==> src/verilog/fbmc_pkg.sv <==
package fbmc_pkg;

    // Bus geometry
    localparam int ADDR_W = 19;
    localparam int DATA_W = 8;
    localparam int SECT_LO = 16;
    localparam int SECT_W = 3;

    // Timing at 125 MHz
    localparam int CLK_PERIOD_NS = 8;
    localparam int ADDR_SETTLE_TIME_NS = 120;
    localparam int ADDR_SETTLE_CYC =
        (ADDR_SETTLE_TIME_NS + CLK_PERIOD_NS - 1) / CLK_PERIOD_NS;
    localparam int SETUP_TIME_NS = 40;
    localparam int SETUP_CYC = (SETUP_TIME_NS + CLK_PERIOD_NS - 1) / CLK_PERIOD_NS;
    localparam int STROBE_TIME_NS = 48;
    localparam int STROBE_CYC = (STROBE_TIME_NS + CLK_PERIOD_NS - 1) / CLK_PERIOD_NS;
    localparam int GLITCH_TIME_NS = 5;
    localparam int CNT_W = 8;

    // Command words
    localparam logic [ADDR_W-1:0] UNLOCK_ADDR1 = 19'h0_0555;
    localparam logic [ADDR_W-1:0] UNLOCK_ADDR2 = 19'h0_02AA;
    localparam logic [DATA_W-1:0] UNLOCK_DATA1 = 8'hAA;
    localparam logic [DATA_W-1:0] UNLOCK_DATA2 = 8'h55;
    localparam logic [DATA_W-1:0] CMD_PROGRAM = 8'hA0;
    localparam logic [DATA_W-1:0] CMD_ERASE_SETUP = 8'h80;
    localparam logic [DATA_W-1:0] CMD_SECTOR_ERASE = 8'h30;
    localparam logic [DATA_W-1:0] CMD_CHIP_ERASE = 8'h10;
    localparam logic [DATA_W-1:0] CMD_ID_ENTRY = 8'h90;
    localparam logic [DATA_W-1:0] CMD_RESET = 8'hF0;
    localparam logic [ADDR_W-1:0] ID_MAKER_OFS = 19'h0_0000;
    localparam logic [ADDR_W-1:0] ID_PART_OFS = 19'h0_0001;
    localparam logic [ADDR_W-1:0] ID_PROT_OFS = 19'h0_0002;
    localparam logic [DATA_W-1:0] PROT_SET = 8'h01;
    localparam logic [DATA_W-1:0] PROT_CLEAR = 8'h00;
    localparam int STATUS_DONE_BIT = 7;
    localparam int TIMEOUT_BIT = 5;

    // Host request kinds
    typedef enum logic [2:0] {
        OP_READ = 3'b000,
        OP_PROGRAM = 3'b001,
        OP_SECTOR_ERASE = 3'b010,
        OP_CHIP_ERASE = 3'b011,
        OP_ID_READ = 3'b100,
        OP_HV_ID_READ = 3'b101,
        OP_RESET = 3'b110
    } fbmc_op_e;

    typedef struct packed {
        fbmc_op_e op;
        logic [ADDR_W-1:0] addr;
        logic [DATA_W-1:0] data;
    } fbmc_req_s;

    // Flash side pins, outputs of the host
    typedef struct packed {
        logic chip_select_n;
        logic output_gate_n;
        logic write_strobe_n;
        logic high_voltage_id_pin;
        logic [ADDR_W-1:0] address_lines;
        logic [DATA_W-1:0] data_out;
        logic data_oe;
    } fbmc_pins_s;

    // Sequencer script entry
    typedef struct packed {
        logic is_write;
        logic [ADDR_W-1:0] addr;
        logic [DATA_W-1:0] data;
    } fbmc_step_s;

endpackage

==> src/verilog/fbmc_script.sv <==
`timescale 1ns/100ps
`default_nettype none
module fbmc_script
    import fbmc_pkg::*;
(
    // Clock
    input  wire logic             clk,
    input  wire logic             reset,
    // Lookup
    input  wire fbmc_req_s        req,
    input  wire logic [2:0]       idx,
    output fbmc_step_s            step,
    output logic                  last
);
    fbmc_step_s next_step;
    logic       next_last;
    logic [ADDR_W-1:0] sect_base;

    assign sect_base = {req.addr[ADDR_W-1:SECT_LO], {SECT_LO{1'b0}}};

    always_comb begin
        next_step = '{is_write: 1'b1, addr: UNLOCK_ADDR1, data: UNLOCK_DATA1};
        next_last = 1'b0;
        case (idx)
            3'd0: begin
                if (req.op == OP_RESET) begin
                    next_step.data = CMD_RESET;
                    next_last = 1'b1;
                end else if (req.op == OP_READ || req.op == OP_HV_ID_READ) begin
                    next_step = '{is_write: 1'b0, addr: req.addr, data: 8'h00};
                    next_last = 1'b1;
                end
            end
            3'd1, 3'd4: begin
                next_step.addr = UNLOCK_ADDR2;
                next_step.data = UNLOCK_DATA2;
            end
            3'd2: begin
                if (req.op == OP_PROGRAM) begin
                    next_step.data = CMD_PROGRAM;
                end else if (req.op == OP_ID_READ) begin
                    next_step.data = CMD_ID_ENTRY;
                end else begin
                    next_step.data = CMD_ERASE_SETUP;
                end
            end
            3'd3: begin
                if (req.op == OP_PROGRAM) begin
                    next_step = '{is_write: 1'b1, addr: req.addr, data: req.data};
                    next_last = 1'b1;
                end else if (req.op == OP_ID_READ) begin
                    next_step = '{is_write: 1'b0, addr: sect_base | req.addr[1:0], data: 8'h00};
                end
            end
            3'd5: begin
                if (req.op == OP_SECTOR_ERASE) begin
                    next_step = '{is_write: 1'b1, addr: sect_base, data: CMD_SECTOR_ERASE};
                end else begin
                    next_step.data = CMD_CHIP_ERASE;
                end
                next_last = 1'b1;
            end
            default: begin
                next_step.data = CMD_RESET;
                next_last = 1'b1;
            end
        endcase
        if (req.op == OP_ID_READ && idx == 3'd4) begin
            next_step.data = CMD_RESET;
            next_step.addr = UNLOCK_ADDR1;
            next_last = 1'b1;
        end
    end

    always_ff @(posedge clk or posedge reset) begin
        if (reset) begin
            step <= '0;
            last <= 1'b0;
        end else begin
            step <= next_step;
            last <= next_last;
        end
    end
endmodule
`default_nettype wire

==> src/verilog/fbmc_host.sv <==
`timescale 1ns/100ps
`default_nettype none
module fbmc_host
    import fbmc_pkg::*;
(
    // Clock and reset
    input  wire logic              clk,
    input  wire logic              reset,
    // Request
    input  wire logic              req_valid,
    input  wire fbmc_req_s         req,
    output logic                   req_ready,
    // Answer
    output logic                   rsp_valid,
    output logic [DATA_W-1:0]      rsp_data,
    output logic                   rsp_busy,
    output logic                   rsp_timeout,
    // Flash pins
    output fbmc_pins_s             pins,
    input  wire logic [DATA_W-1:0] data_lines_in
);
    typedef enum logic [2:0] {
        ST_IDLE   = 3'b000,
        ST_SETUP  = 3'b001,
        ST_STROBE = 3'b010,
        ST_HOLD   = 3'b011,
        ST_POLL   = 3'b100,
        ST_DONE   = 3'b101
    } fbmc_state_e;

    fbmc_state_e       state;
    fbmc_req_s         cur;
    logic [2:0]        idx;
    logic [CNT_W-1:0]  cnt;
    logic [DATA_W-1:0] din_meta;
    logic [DATA_W-1:0] din_sync;
    fbmc_step_s        step;
    logic              step_last;
    logic              polling;
    logic              need_reset;

    fbmc_script u_script (
        .clk   (clk),
        .reset (reset),
        .req   (cur),
        .idx   (idx),
        .step  (step),
        .last  (step_last)
    );

    // Derived conditions
    wire cnt_done   = (cnt == '0);
    // Status judged from the byte taken while selected, not the released bus
    wire poll_done  = rsp_data[STATUS_DONE_BIT] == cur.data[STATUS_DONE_BIT];
    wire poll_fail  = rsp_data[TIMEOUT_BIT] && !poll_done;
    wire is_erase   = cur.op == OP_SECTOR_ERASE || cur.op == OP_CHIP_ERASE;
    wire is_hv      = cur.op == OP_HV_ID_READ;
    wire [CNT_W-1:0] setup_cnt  = CNT_W'(SETUP_CYC);
    wire [CNT_W-1:0] strobe_cnt = CNT_W'(STROBE_CYC);
    wire [CNT_W-1:0] read_cnt   = CNT_W'(ADDR_SETTLE_CYC + 2);

    // Data pins cross from the device, two stages
    always_ff @(posedge clk or posedge reset) begin
        if (reset) begin
            din_meta <= '0;
            din_sync <= '0;
        end else begin
            din_meta <= data_lines_in;
            din_sync <= din_meta;
        end
    end

    always_ff @(posedge clk or posedge reset) begin
        if (reset) begin
            state      <= ST_IDLE;
            cur        <= '0;
            idx        <= '0;
            cnt        <= '0;
            polling    <= 1'b0;
            need_reset <= 1'b1;
            req_ready  <= 1'b0;
            rsp_valid  <= 1'b0;
            rsp_data   <= '0;
            rsp_busy   <= 1'b0;
            rsp_timeout <= 1'b0;
            pins       <= '{chip_select_n: 1'b1, output_gate_n: 1'b1,
                            write_strobe_n: 1'b1, default: '0};
        end else begin
            rsp_valid <= 1'b0;
            case (state)
                ST_IDLE: begin
                    pins.chip_select_n  <= 1'b1;
                    pins.output_gate_n  <= 1'b1;
                    pins.write_strobe_n <= 1'b1;
                    pins.data_oe        <= 1'b0;
                    pins.high_voltage_id_pin <= 1'b0;
                    req_ready <= 1'b1;
                    rsp_timeout <= 1'b0;
                    if (need_reset) begin
                        cur <= '{op: OP_RESET, default: '0};
                        need_reset <= 1'b0;
                        req_ready <= 1'b0;
                        idx <= '0;
                        cnt <= setup_cnt;
                        state <= ST_SETUP;
                    end else if (req_valid && req_ready) begin
                        cur <= req;
                        req_ready <= 1'b0;
                        rsp_busy <= 1'b1;
                        idx <= '0;
                        cnt <= setup_cnt;
                        state <= ST_SETUP;
                    end
                end
                ST_SETUP: begin
                    // Script lookup is registered, one wait cycle folds into setup
                    pins.address_lines <= step.addr;
                    pins.data_out      <= step.data;
                    pins.high_voltage_id_pin <= is_hv;
                    if (is_hv) begin
                        pins.address_lines[6] <= 1'b0;
                    end
                    pins.write_strobe_n <= 1'b1;
                    // Gate stays high until select is low
                    pins.output_gate_n  <= 1'b1;
                    pins.data_oe        <= step.is_write;
                    if (cnt_done) begin
                        pins.chip_select_n <= 1'b0;
                        if (step.is_write) begin
                            pins.write_strobe_n <= 1'b0;
                            cnt <= strobe_cnt;
                        end else begin
                            pins.output_gate_n <= 1'b0;
                            cnt <= read_cnt;
                        end
                        state <= ST_STROBE;
                    end else begin
                        cnt <= cnt - 1'b1;
                    end
                end
                ST_STROBE: begin
                    if (cnt_done) begin
                        pins.write_strobe_n <= 1'b1;
                        pins.output_gate_n  <= 1'b1;
                        pins.chip_select_n  <= 1'b1;
                        if (!step.is_write) begin
                            rsp_data <= din_sync;
                        end
                        cnt <= setup_cnt;
                        state <= ST_HOLD;
                    end else begin
                        cnt <= cnt - 1'b1;
                    end
                end
                ST_HOLD: begin
                    pins.data_oe <= 1'b0;
                    if (cnt_done) begin
                        cnt <= setup_cnt;
                        if (polling && poll_done) begin
                            polling <= 1'b0;
                            state <= ST_DONE;
                        end else if (polling && poll_fail) begin
                            polling <= 1'b0;
                            rsp_timeout <= 1'b1;
                            need_reset <= 1'b1;
                            state <= ST_DONE;
                        end else if (polling) begin
                            state <= ST_SETUP;
                        end else if (step_last) begin
                            if (cur.op == OP_PROGRAM || is_erase) begin
                                polling <= 1'b1;
                                state <= ST_POLL;
                            end else begin
                                state <= ST_DONE;
                            end
                        end else begin
                            idx <= idx + 3'd1;
                            state <= ST_SETUP;
                        end
                    end else begin
                        cnt <= cnt - 1'b1;
                    end
                end
                ST_POLL: begin
                    // Status read at the operation address
                    if (is_erase) begin
                        cur.data <= 8'hFF;
                    end
                    idx <= '0;
                    cur.op <= OP_READ;
                    state <= ST_SETUP;
                end
                ST_DONE: begin
                    rsp_valid <= cur.op != OP_RESET || rsp_timeout;
                    rsp_busy  <= 1'b0;
                    if (cur.op == OP_ID_READ) begin
                        rsp_data <= rsp_data;
                    end
                    state <= ST_IDLE;
                end
                default: begin
                    state <= ST_IDLE;
                end
            endcase
        end
    end
endmodule
`default_nettype wire

==> config.mk <==
export PLATFORM = sky130hd
export DESIGN_NAME = fbmc_host
export DESIGN_NICKNAME = d
export VERILOG_FILES = /design/src/verilog/fbmc_pkg.sv /design/src/verilog/fbmc_script.sv /design/src/verilog/fbmc_host.sv
export SDC_FILE = /design/constraint.sdc
export NUM_CORES = 1
export LEC_CHECK = 0
export ABC_CLOCK_PERIOD_IN_PS = 4700
export BUFFER_PORTS_ARGS = -buffer_cell sky130_fd_sc_hd__buf_2
export CORE_AREA = 5 5 107 109
export CTS_CLUSTER_DIAMETER = 120
export CTS_CLUSTER_SIZE = 14
export DETAILED_ROUTE_END_ITERATION = 8
export DIE_AREA = 0 0 112 114
export GPL_ROUTABILITY_DRIVEN = 0
export PLACE_DENSITY = 0.84
export SYNTH_ARGS = -nofsm -noshare
export SYNTH_HDL_FRONTEND = slang
export SYNTH_SLANG_ARGS = --single-unit
==> constraint.sdc <==
create_clock -name clk -period 4.7 [get_ports clk]
set_input_delay 0.47 -clock clk [delete_from_list [all_inputs] [get_ports clk]]
set_output_delay 0.47 -clock clk [all_outputs]
set_load 0.02 [all_outputs]
==> Yosys cells after proc, flatten, opt, wreduce, memory -nomap -nowiden <==
Cells that the tools add are included.
Widths: inputs -> output; s select.
{ "word_totals": {"ff_bits": 135, "inputBits": 41, "output_inout_bits": 44} }
{ "classes": {"addsub": 2, "eq_ne": 30, "mux": 71, "bitwise_logic": 2, "reduce_logical": 39} }
{ "ops": {"columns": ["operator", "n"], "rows": [
  ["$mux 28", 3],
  ["$pmux 19 s4", 1],
  ["$mux 30", 2],
  ["$mux 8", 7],
  ["$mux 3", 18],
  ["$pmux 8 s5", 1],
  ["$mux 27", 1],
  ["$pmux 8 s3", 1],
  ["$ne 2x2->1 const B", 11],
  ["$eq 3x3->1 const B", 7],
  ["$mux 1", 21],
  ["$mux 20", 1],
  ["$mux 19", 1],
  ["$or 19x2->19", 1],
  ["$eq 3x2->1 const B", 6],
  ["$pmux 3 s3", 2],
  ["$pmux 8 s2", 1],
  ["$pmux 3 s5", 1],
  ["$reduce_and 3->1", 4],
  ["$reduce_bool 2->1", 6],
  ["$mux 5", 2],
  ["$reduce_and 2->1", 5],
  ["$eq 3x1->1 const B", 3],
  ["$logic_not 3->1", 3],
  ["other kinds (18)", 35]
]} }

==> Logic depth before layout (Yosys ltp) <==
Gate-level depths: netlist of run 1.
{ "logic_depth": {"word_depth": 10, "mapped_depth": 8} }

==> Cells and area by module <==
A second synthesis of run 1 with hierarchy kept.
{ "unflattened": {"hier_cells": 537, "hier_area_um2": 5773.0} }
{ "modules_own_cells": {"columns": ["module", "n_inst", "cells_per_inst", "area_each_um2", "seq_area_each_um2"], "rows": [
  ["fbmc_host", 1, 385, 4275.4, 2657.5],
  ["fbmc_script", 1, 152, 1497.7, 725.7]
]} }

==> Worst setup path after synthesis of run 1 <==
No wires, ideal clock.
{ "synth_path": {"path_type": "reg2reg", "startpoint": "reg idx[2]", "endpoint": "reg u_script.step[11] (netlist name)", "setup_time_ps": 65, "arrival_time_ps": 1734, "setup_slack_ps": 2902, "stages_incl_launch_ff": 8, "synth_period_minus_slack_ps": 1798, "cell_sequence": "dfrtp_1 -> buf_2 -> inv_1 -> ha_1 -> clkbuf_1 -> a21oi_1 -> a211oi_1 -> a21o_1"} }
{ "synth_rtl": {"columns": ["element", "line_no", "source"], "rows": [
  ["start, declared", "fbmc_host.sv:33", "logic [2:0] idx;"],
  ["start signal, assigned", "fbmc_host.sv:177", "idx <= idx + 3'd1;"]
]} }

==> results of run 1 <==
-- per-layer routing --
layer,share of wire [%],routed length [microns],GRT usage [%],up-vias
met3,7.3,939,6.897,27
met5,0.054,7,0,-
met2,51,6505,35.13,163
li1,-,-,-,1884
met4,1.9,242,7.772,2
met1,40,5168,26.87,2024
-- worst paths after layout --
kind	start	endpoint	slack, ps	depth (start not counted)
setup / recovery	idx[0]	u_script.step[19]	2420	6
hold / removal	data_lines_in[4]	din_meta[4]	50	1
setup reg to reg	idx[0]	u_script.step[19]	2420	6
hold reg to reg	din_meta[6]	din_sync[6]	350	0
max in group asynchronous	reset	pins[29]	3650	3
min in group asynchronous	reset	pins[5]	80	2
-- registers in the layout, summed over array words and instances, names as in the netlist --
register	flops
rsp_busy	1
polling	1
pins	32
cnt	8
rsp_timeout	1
din_sync	8
u_script.last	1
din_meta	8
state	3
idx	3
rsp_data	8
rsp_valid	1
cur	30
req_ready	1
need_reset	1
u_script.step	28
-- placed cells by master, fill, tap and decap left out, drive strengths merged, types with 3 or more instances in the layout --
cell type	netlist	layout
o2bb2ai	4	4
nand2	21	21
a31oi	3	3
a211oi	6	6
nand4b	3	3
o21a	4	4
a22o	24	24
nor3b	3	3
o22ai	3	3
xor2	4	4
and2	8	8
mux2	35	35
a221oi	3	3
a21oi	23	23
nand2b	4	4
o21ai	26	26
nand3	15	15
nor3	6	6
o21bai	3	3
or2	5	5
buf	16	89
clkbuf	8	21
o211ai	3	3
clkinv	0	7
a2bb2oi	4	4
o22a	8	8
a21o	9	9
xnor2	3	3
nor2	22	22
inv	16	16
nor2b	11	11
ha	7	7
nor4	4	4
dfstp	4	4
dfrtp	131	131
nor4b	4	4
-- cell usage after synthesis (3+ instances only) --
cell       instances
nor3b_1            3
mux2_4             8
nor4_1             3
o211ai_1           3
nand2_1           20
dfstp_2            4
a221oi_1           3
a31oi_1            3
and2_1             7
nor2_1            22
nor3_1             5
inv_1             16
nor4b_1            3
o21ai_0           26
ha_1               7
nand3_1           15
clkbuf_1           8
dfrtp_1          131
nor2b_1           11
nand4b_1           3
o22a_1             8
a21oi_1           21
xor2_1             4
a211oi_1           6
nand2b_1           4
buf_2             13
xnor2_1            3
a22o_1            24
a21o_1             9
o21a_1             4
a2bb2oi_1          4
or2_1              3
o2bb2ai_1          3
mux2_2            27
o22ai_1            3
o21bai_1           3
-- through the flow --
stage	worst slack [ps]	utilization, %	power (mW)	cells
2_1_floorplan	625.5	-	1.212	472
3_3_place_gp	2688	59.86	1.236	677
3_5_place_dp	2491	59.86	1.238	677
4_1_cts	2492	65.05	2.447	707
5_1_grt	2253	65.05	2.506	707
6_report	2425	65.05	2.421	707
-- cells by family after synthesis --
logic type,count (synthesis),share of synthesized area (%)
adders and majority gates,7,1.519
AOI/OAI and AO/OA,131,16.17
buffers and inverters,40,3.147
DFF,135,58.69
xor gates and xnor gates,7,1.064
muxes,36,7.532
and+or+nand+nor,116,11.87
-- where the power goes --
part           switching (mW)  internal, mW
logic                  0.0287        0.0151
registers             0.00200          1.17
clock network           0.460         0.745
-- worst register-to-register path: cells and delay by family (launching register included) --
kind,cells,cell delay [ps]
AOI/OAI and AO/OA,1,520
adders and majority gates,1,340
buffers and inverters,1,100
DFF,1,430
and+or+nand+nor,3,810
-- cell type report --
cell class	count	area, sq um
Multi-Input combinational cell	297	2211
Inverter	16	62.56
Fill cell	792	3672
Clock inverter	9	76.32
Clock buffer	21	469.2
Timing Repair Buffer	89	457.9
Sequential cell	135	3383
Tap cell	140	175.2
==> impl_metrics.tcl, run 1 <==
set metrics [dict create \
    viasPerCell 5.799 \
    synth_edf_count 0 \
    synth_cell_types 61 \
    syn2layout_area_growth_pct 18.58 \
    synth_cells 472 \
    critPathBufInv 1 \
    antenna_found_initial 1 \
    finalSetupViolCount 0 \
    die_w_microns 112 \
    finalCritPeriodShare_pct 48.41 \
    tns_ps 0 \
    holdWs_ps 53.57 \
    tightest_slew_ps 697.8 \
    vdd_drop_max_mv 0.3193 \
    crit_path_top_delay_cell "a211oi_1" \
    first_global_vias 4268 \
    ys_ff_latch 135 \
    drive_gt1_share_pct 30.69 \
    cp.arrival_ps 2730 \
    max_freq_mhz 439.5 \
    cts_buffers 17 \
    cts-root-buf "clkbuf_8" \
    place_hpwl_microns 8744 \
    cts.sink_count 135 \
    yosys_most_used_dff "dfrtp_1" \
    ctsHoldBuffers 0 \
    critPathMaxStageDelay_ps 520 \
    ys_warn_count 0 \
    synth_seq_area_share_pct 58.69 \
    cap_violations 0 \
    grt_max_degree 59 \
    clk_pin_slew_worst_paths_ps 60 \
    min_path_type "in2reg" \
    rsz0062_at_grt "no" \
    worstSkewPairLatency_ps 520 \
    dieArea_sq_um 12770 \
    cts_tree "built" \
    end_kind "register" \
    nets 604 \
    synth_top_area_share_pct 56.87 \
    num_vias 4100 \
    placementRows 38 \
    synth_area_leader_cell "dfrtp_1" \
    hold_viol_final 0 \
    critical_path_class "reg2reg" \
    status "complete, no violations" \
    syn_area_sq_um 5764 \
    placedInstanceArea_sq_um 6290 \
    ant_nets 0 \
    drt_iter0_markers 349 \
    core_sq_um 10510 \
    p_per_area_nw_per_um2 354.2 \
    finalMaxSlewViolations 0 \
    h-tree-depth 4 \
    drc 0 \
    total_leakage_power_nw 3.135 \
    grt_overflow 0 \
    finClkSkew_ps 6.640 \
    io_pins 85 \
    crit_chain "inv_1 > ha_1 > and2b_1 > nand3_1 > a211oi_1 > and2_1" \
    grt_usage_pct 21.39 \
    wirelength_microns 12860 \
    first_pass_iters 5 \
    synth_nets 520 \
    cts_resized 0 \
    grt_first_pass_wirelength_microns 21450 \
    stdcell_area_sq_um 6835 \
    post_cts_buffers 0 \
    syn_area_per_cell_sq_um 12.21 \
    start_util_pct 54.86 \
    synthArstFlopShare_pct 100.0 \
    avgRoutedWirePerCell_microns 18.20 \
    critPathTopFamily "simple AND/OR/NAND/NOR gates" \
    post-route-min-period_ps 2275 \
    port_buffers 84 \
    startpoint_type "register" \
    maxSlewHeadroom_pct 53.48 \
    clk_path_buf_depth 2 \
    cp_max_fo 13 \
    dieHeight_microns 114 \
    insertedDiodeCount 0 \
    cp.required_ps 5150 \
    synth_area_leaders "dfrtp_1, mux2_2, a22o_1" \
]
(Power assumes the default switching activity.)
==> run 2, diff against run 1 <==
- ABC_AREA: not set -> 1
- ABC_CLOCK_PERIOD_IN_PS: 4700 -> 2300
- CORE_AREA: 5 5 107 109 -> 5 5 108 110
- DIE_AREA: 0 0 112 114 -> 0 0 113 115
- PLACE_DENSITY: 0.84 -> 0.85
- clock period: 4.7 -> 2.3 ns (I/O delays scaled with it)
==> impl_metrics.tcl, run 2 <==
set metrics [dict create \
    tns_ps 0 \
    cts-root-buf "clkbuf_8" \
    end_kind "register" \
    ys_ff_latch 135 \
    post-route-min-period_ps 1883 \
    tightest_slew_ps 487.4 \
    synth_top_area_share_pct 55.45 \
    synth_nets 733 \
    status "complete, no violations" \
    hold_viol_final 0 \
    first_pass_iters 6 \
    startpoint_type "register" \
    cts_tree "built" \
    cts_buffers 17 \
    pre_cts_ws_ps 481.1 \
    syn_area_per_cell_sq_um 8.631 \
    insertedDiodeCount 0 \
    fin_cells 965 \
    place_inst 898 \
    drt_iter0_markers 491 \
    synth_common_cells "nand2_1, dfrtp_1, inv_1" \
    p_seq_share_pct 44.9 \
    h-tree-depth 4 \
    core_sq_um 10600 \
    grt_usage_pct 24.01 \
    synth_area_leaders "dfrtp_1, nand2_1, inv_1" \
    finClkSkew_ps 7.616 \
    synthArstFlopShare_pct 100.0 \
    combPwrFrac_pct 2.9 \
    synth_cells 685 \
    vdd_drop_max_mv 0.5333 \
    synth_area_leader_cell "dfrtp_1" \
    place_hpwl_microns 9535 \
    placedInstanceArea_sq_um 6466 \
    final_common_cell "nand2_1" \
    clk_pin_slew_worst_paths_ps 60 \
    cap_violations 0 \
    rsz0062_at_grt "no" \
    ant_nets 0 \
    start_util_pct 55.76 \
    synth_seq_area_share_pct 57.23 \
    highest_layer "met4" \
    syn_area_sq_um 5912 \
    post_cts_buffers 0 \
    cts.sink_count 135 \
    drt-met1-wl_microns 5948 \
    maxSlewHeadroom_pct 67.39 \
    clockPowerShare_pct 52.2 \
    min_path_type "in2reg" \
    p_sw_mw 1.087 \
    met2WireLength_microns 7191 \
    stdcell_area_sq_um 7442 \
    synth_cell_types 32 \
    syn2layout_area_growth_pct 25.88 \
    power_mw 5.333 \
    cp.arrival_ps 2320 \
    io_pins 85 \
    final_cell_mix "nand2_1, dfrtp_1, buf_2" \
    largest_register "pins" \
    placementRows 38 \
    synth_edf_count 0 \
    total_leakage_power_nw 4.103 \
    finalMaxSlewViolations 0 \
    viasPerCell 5.323 \
    wl_met3_microns 1024 \
    largestRegisters "pins (32), cur (30), u_script.step (28)" \
    finalCritPeriodShare_pct 81.86 \
    worstSkewPairLatency_ps 530 \
    critical_path_class "reg2reg" \
    drive_gt1_share_pct 19.52 \
    grt_first_pass_wirelength_microns 24840 \
    antenna_found_initial 0 \
    clk_path_buf_depth 2 \
    dieHeight_microns 115 \
    first_global_vias 5224 \
    wirelength_microns 14550 \
    grt_max_degree 57 \
    final_core_util_pct 70.19 \
    dieArea_sq_um 13000 \
    num_vias 5137 \
    ys_warn_count 0 \
    nets 862 \
    die_w_microns 113 \
    drc 0 \
    largest_reg_flops 32 \
    worst_slack_ps 417.3 \
    max_freq_mhz 531.1 \
    p_int_mw 4.247 \
    switching_share_pct 20.37 \
    cp_max_fo 28 \
    yosysMostFrequentCell "nand2_1" \
    port_buffers 84 \
    yosys_most_used_dff "dfrtp_1" \
    finalSetupViolCount 0 \
    fillCellCount 726 \
    avgRoutedWirePerCell_microns 15.07 \
    grt_overflow 0 \
    p_per_area_nw_per_um2 716.7 \
    cp.required_ps 2740 \
    holdWs_ps 23.58 \
]
run 2: cell types whose count changed in the layout (fill, tap and decap cells not counted), moves of 24 or more:
cell	delta
nand2_1	+228
a22o_1	-24
nor2_1	+37
mux2_2	-27
inv_1	+44
dlygate4sd3_1	+37
run 2: logic make-up after synthesis:
| family | count (synthesis) | share of synthesized area, % |
|---|---|---|
| simple gates | 377 | 26.98 |
| compound gates | 82 | 7.937 |
| buf+inv | 84 | 6.370 |
| flops | 135 | 57.23 |
| fa+ha+maj | 7 | 1.481 |
run 2: area by class of cell:
| class | instances | area, sq um | area share [%] |
|---|---|---|---|
| inverters | 65 | 250.2 | 3.362 |
| well taps | 140 | 175.2 | 2.354 |
| flip-flops and latches | 135 | 3383 | 45.46 |
| clock inverters | 12 | 177.7 | 2.387 |
| multi-input cells | 466 | 2152 | 28.92 |
| repair buffers | 129 | 875.8 | 11.77 |
| clock buffers | 18 | 427.9 | 5.750 |
run 2: timing repair:
action                    in CTS  in global routing
hold buffers                  36                  1
hold endpoints to repair      52                  1
gates resized for setup        0                  0
run 2: worst paths after layout:
check | slack [ps] | depth (start not counted) | start | to
max | 420 | 7 | state[2] | cur[24]
min | 20 | 3 | req[29] | cur[29]
max reg2reg | 420 | 7 | state[2] | cur[24]
min reg2reg | 350 | 0 | din_meta[1] | din_sync[1]
max in group asynchronous | 1370 | 4 | reset | pins[31]
min in group asynchronous | 260 | 3 | reset | din_meta[5]
run 2: per-layer routing:
layer	global-route usage, %	up-vias
met3	5.947	51
met4	8.894	0
met5	0	-
met1	29.93	2425
li1	-	2418
met2	40.88	243
run 2: critical path, stage by stage, from the launching register on:
cell     delay (ps)
dfrtp_1         630
inv_4           100
nand2_2         140
inv_2            60
nand2_2         370
buf_4           300
nand2_1          80
o21ai_1         110
run 2: power groups by stage:
stage | sequential, mW | combinational, mW | clock [mW]
5_1_grt | 2.39 | 0.176 | 2.93
4_1_cts | 2.39 | 0.156 | 2.79
2_1_floorplan | 2.44 | 0.0478 | 0
3_3_place_gp | 2.44 | 0.106 | 0
3_5_place_dp | 2.44 | 0.109 | 0
6_report | 2.39 | 0.156 | 2.78
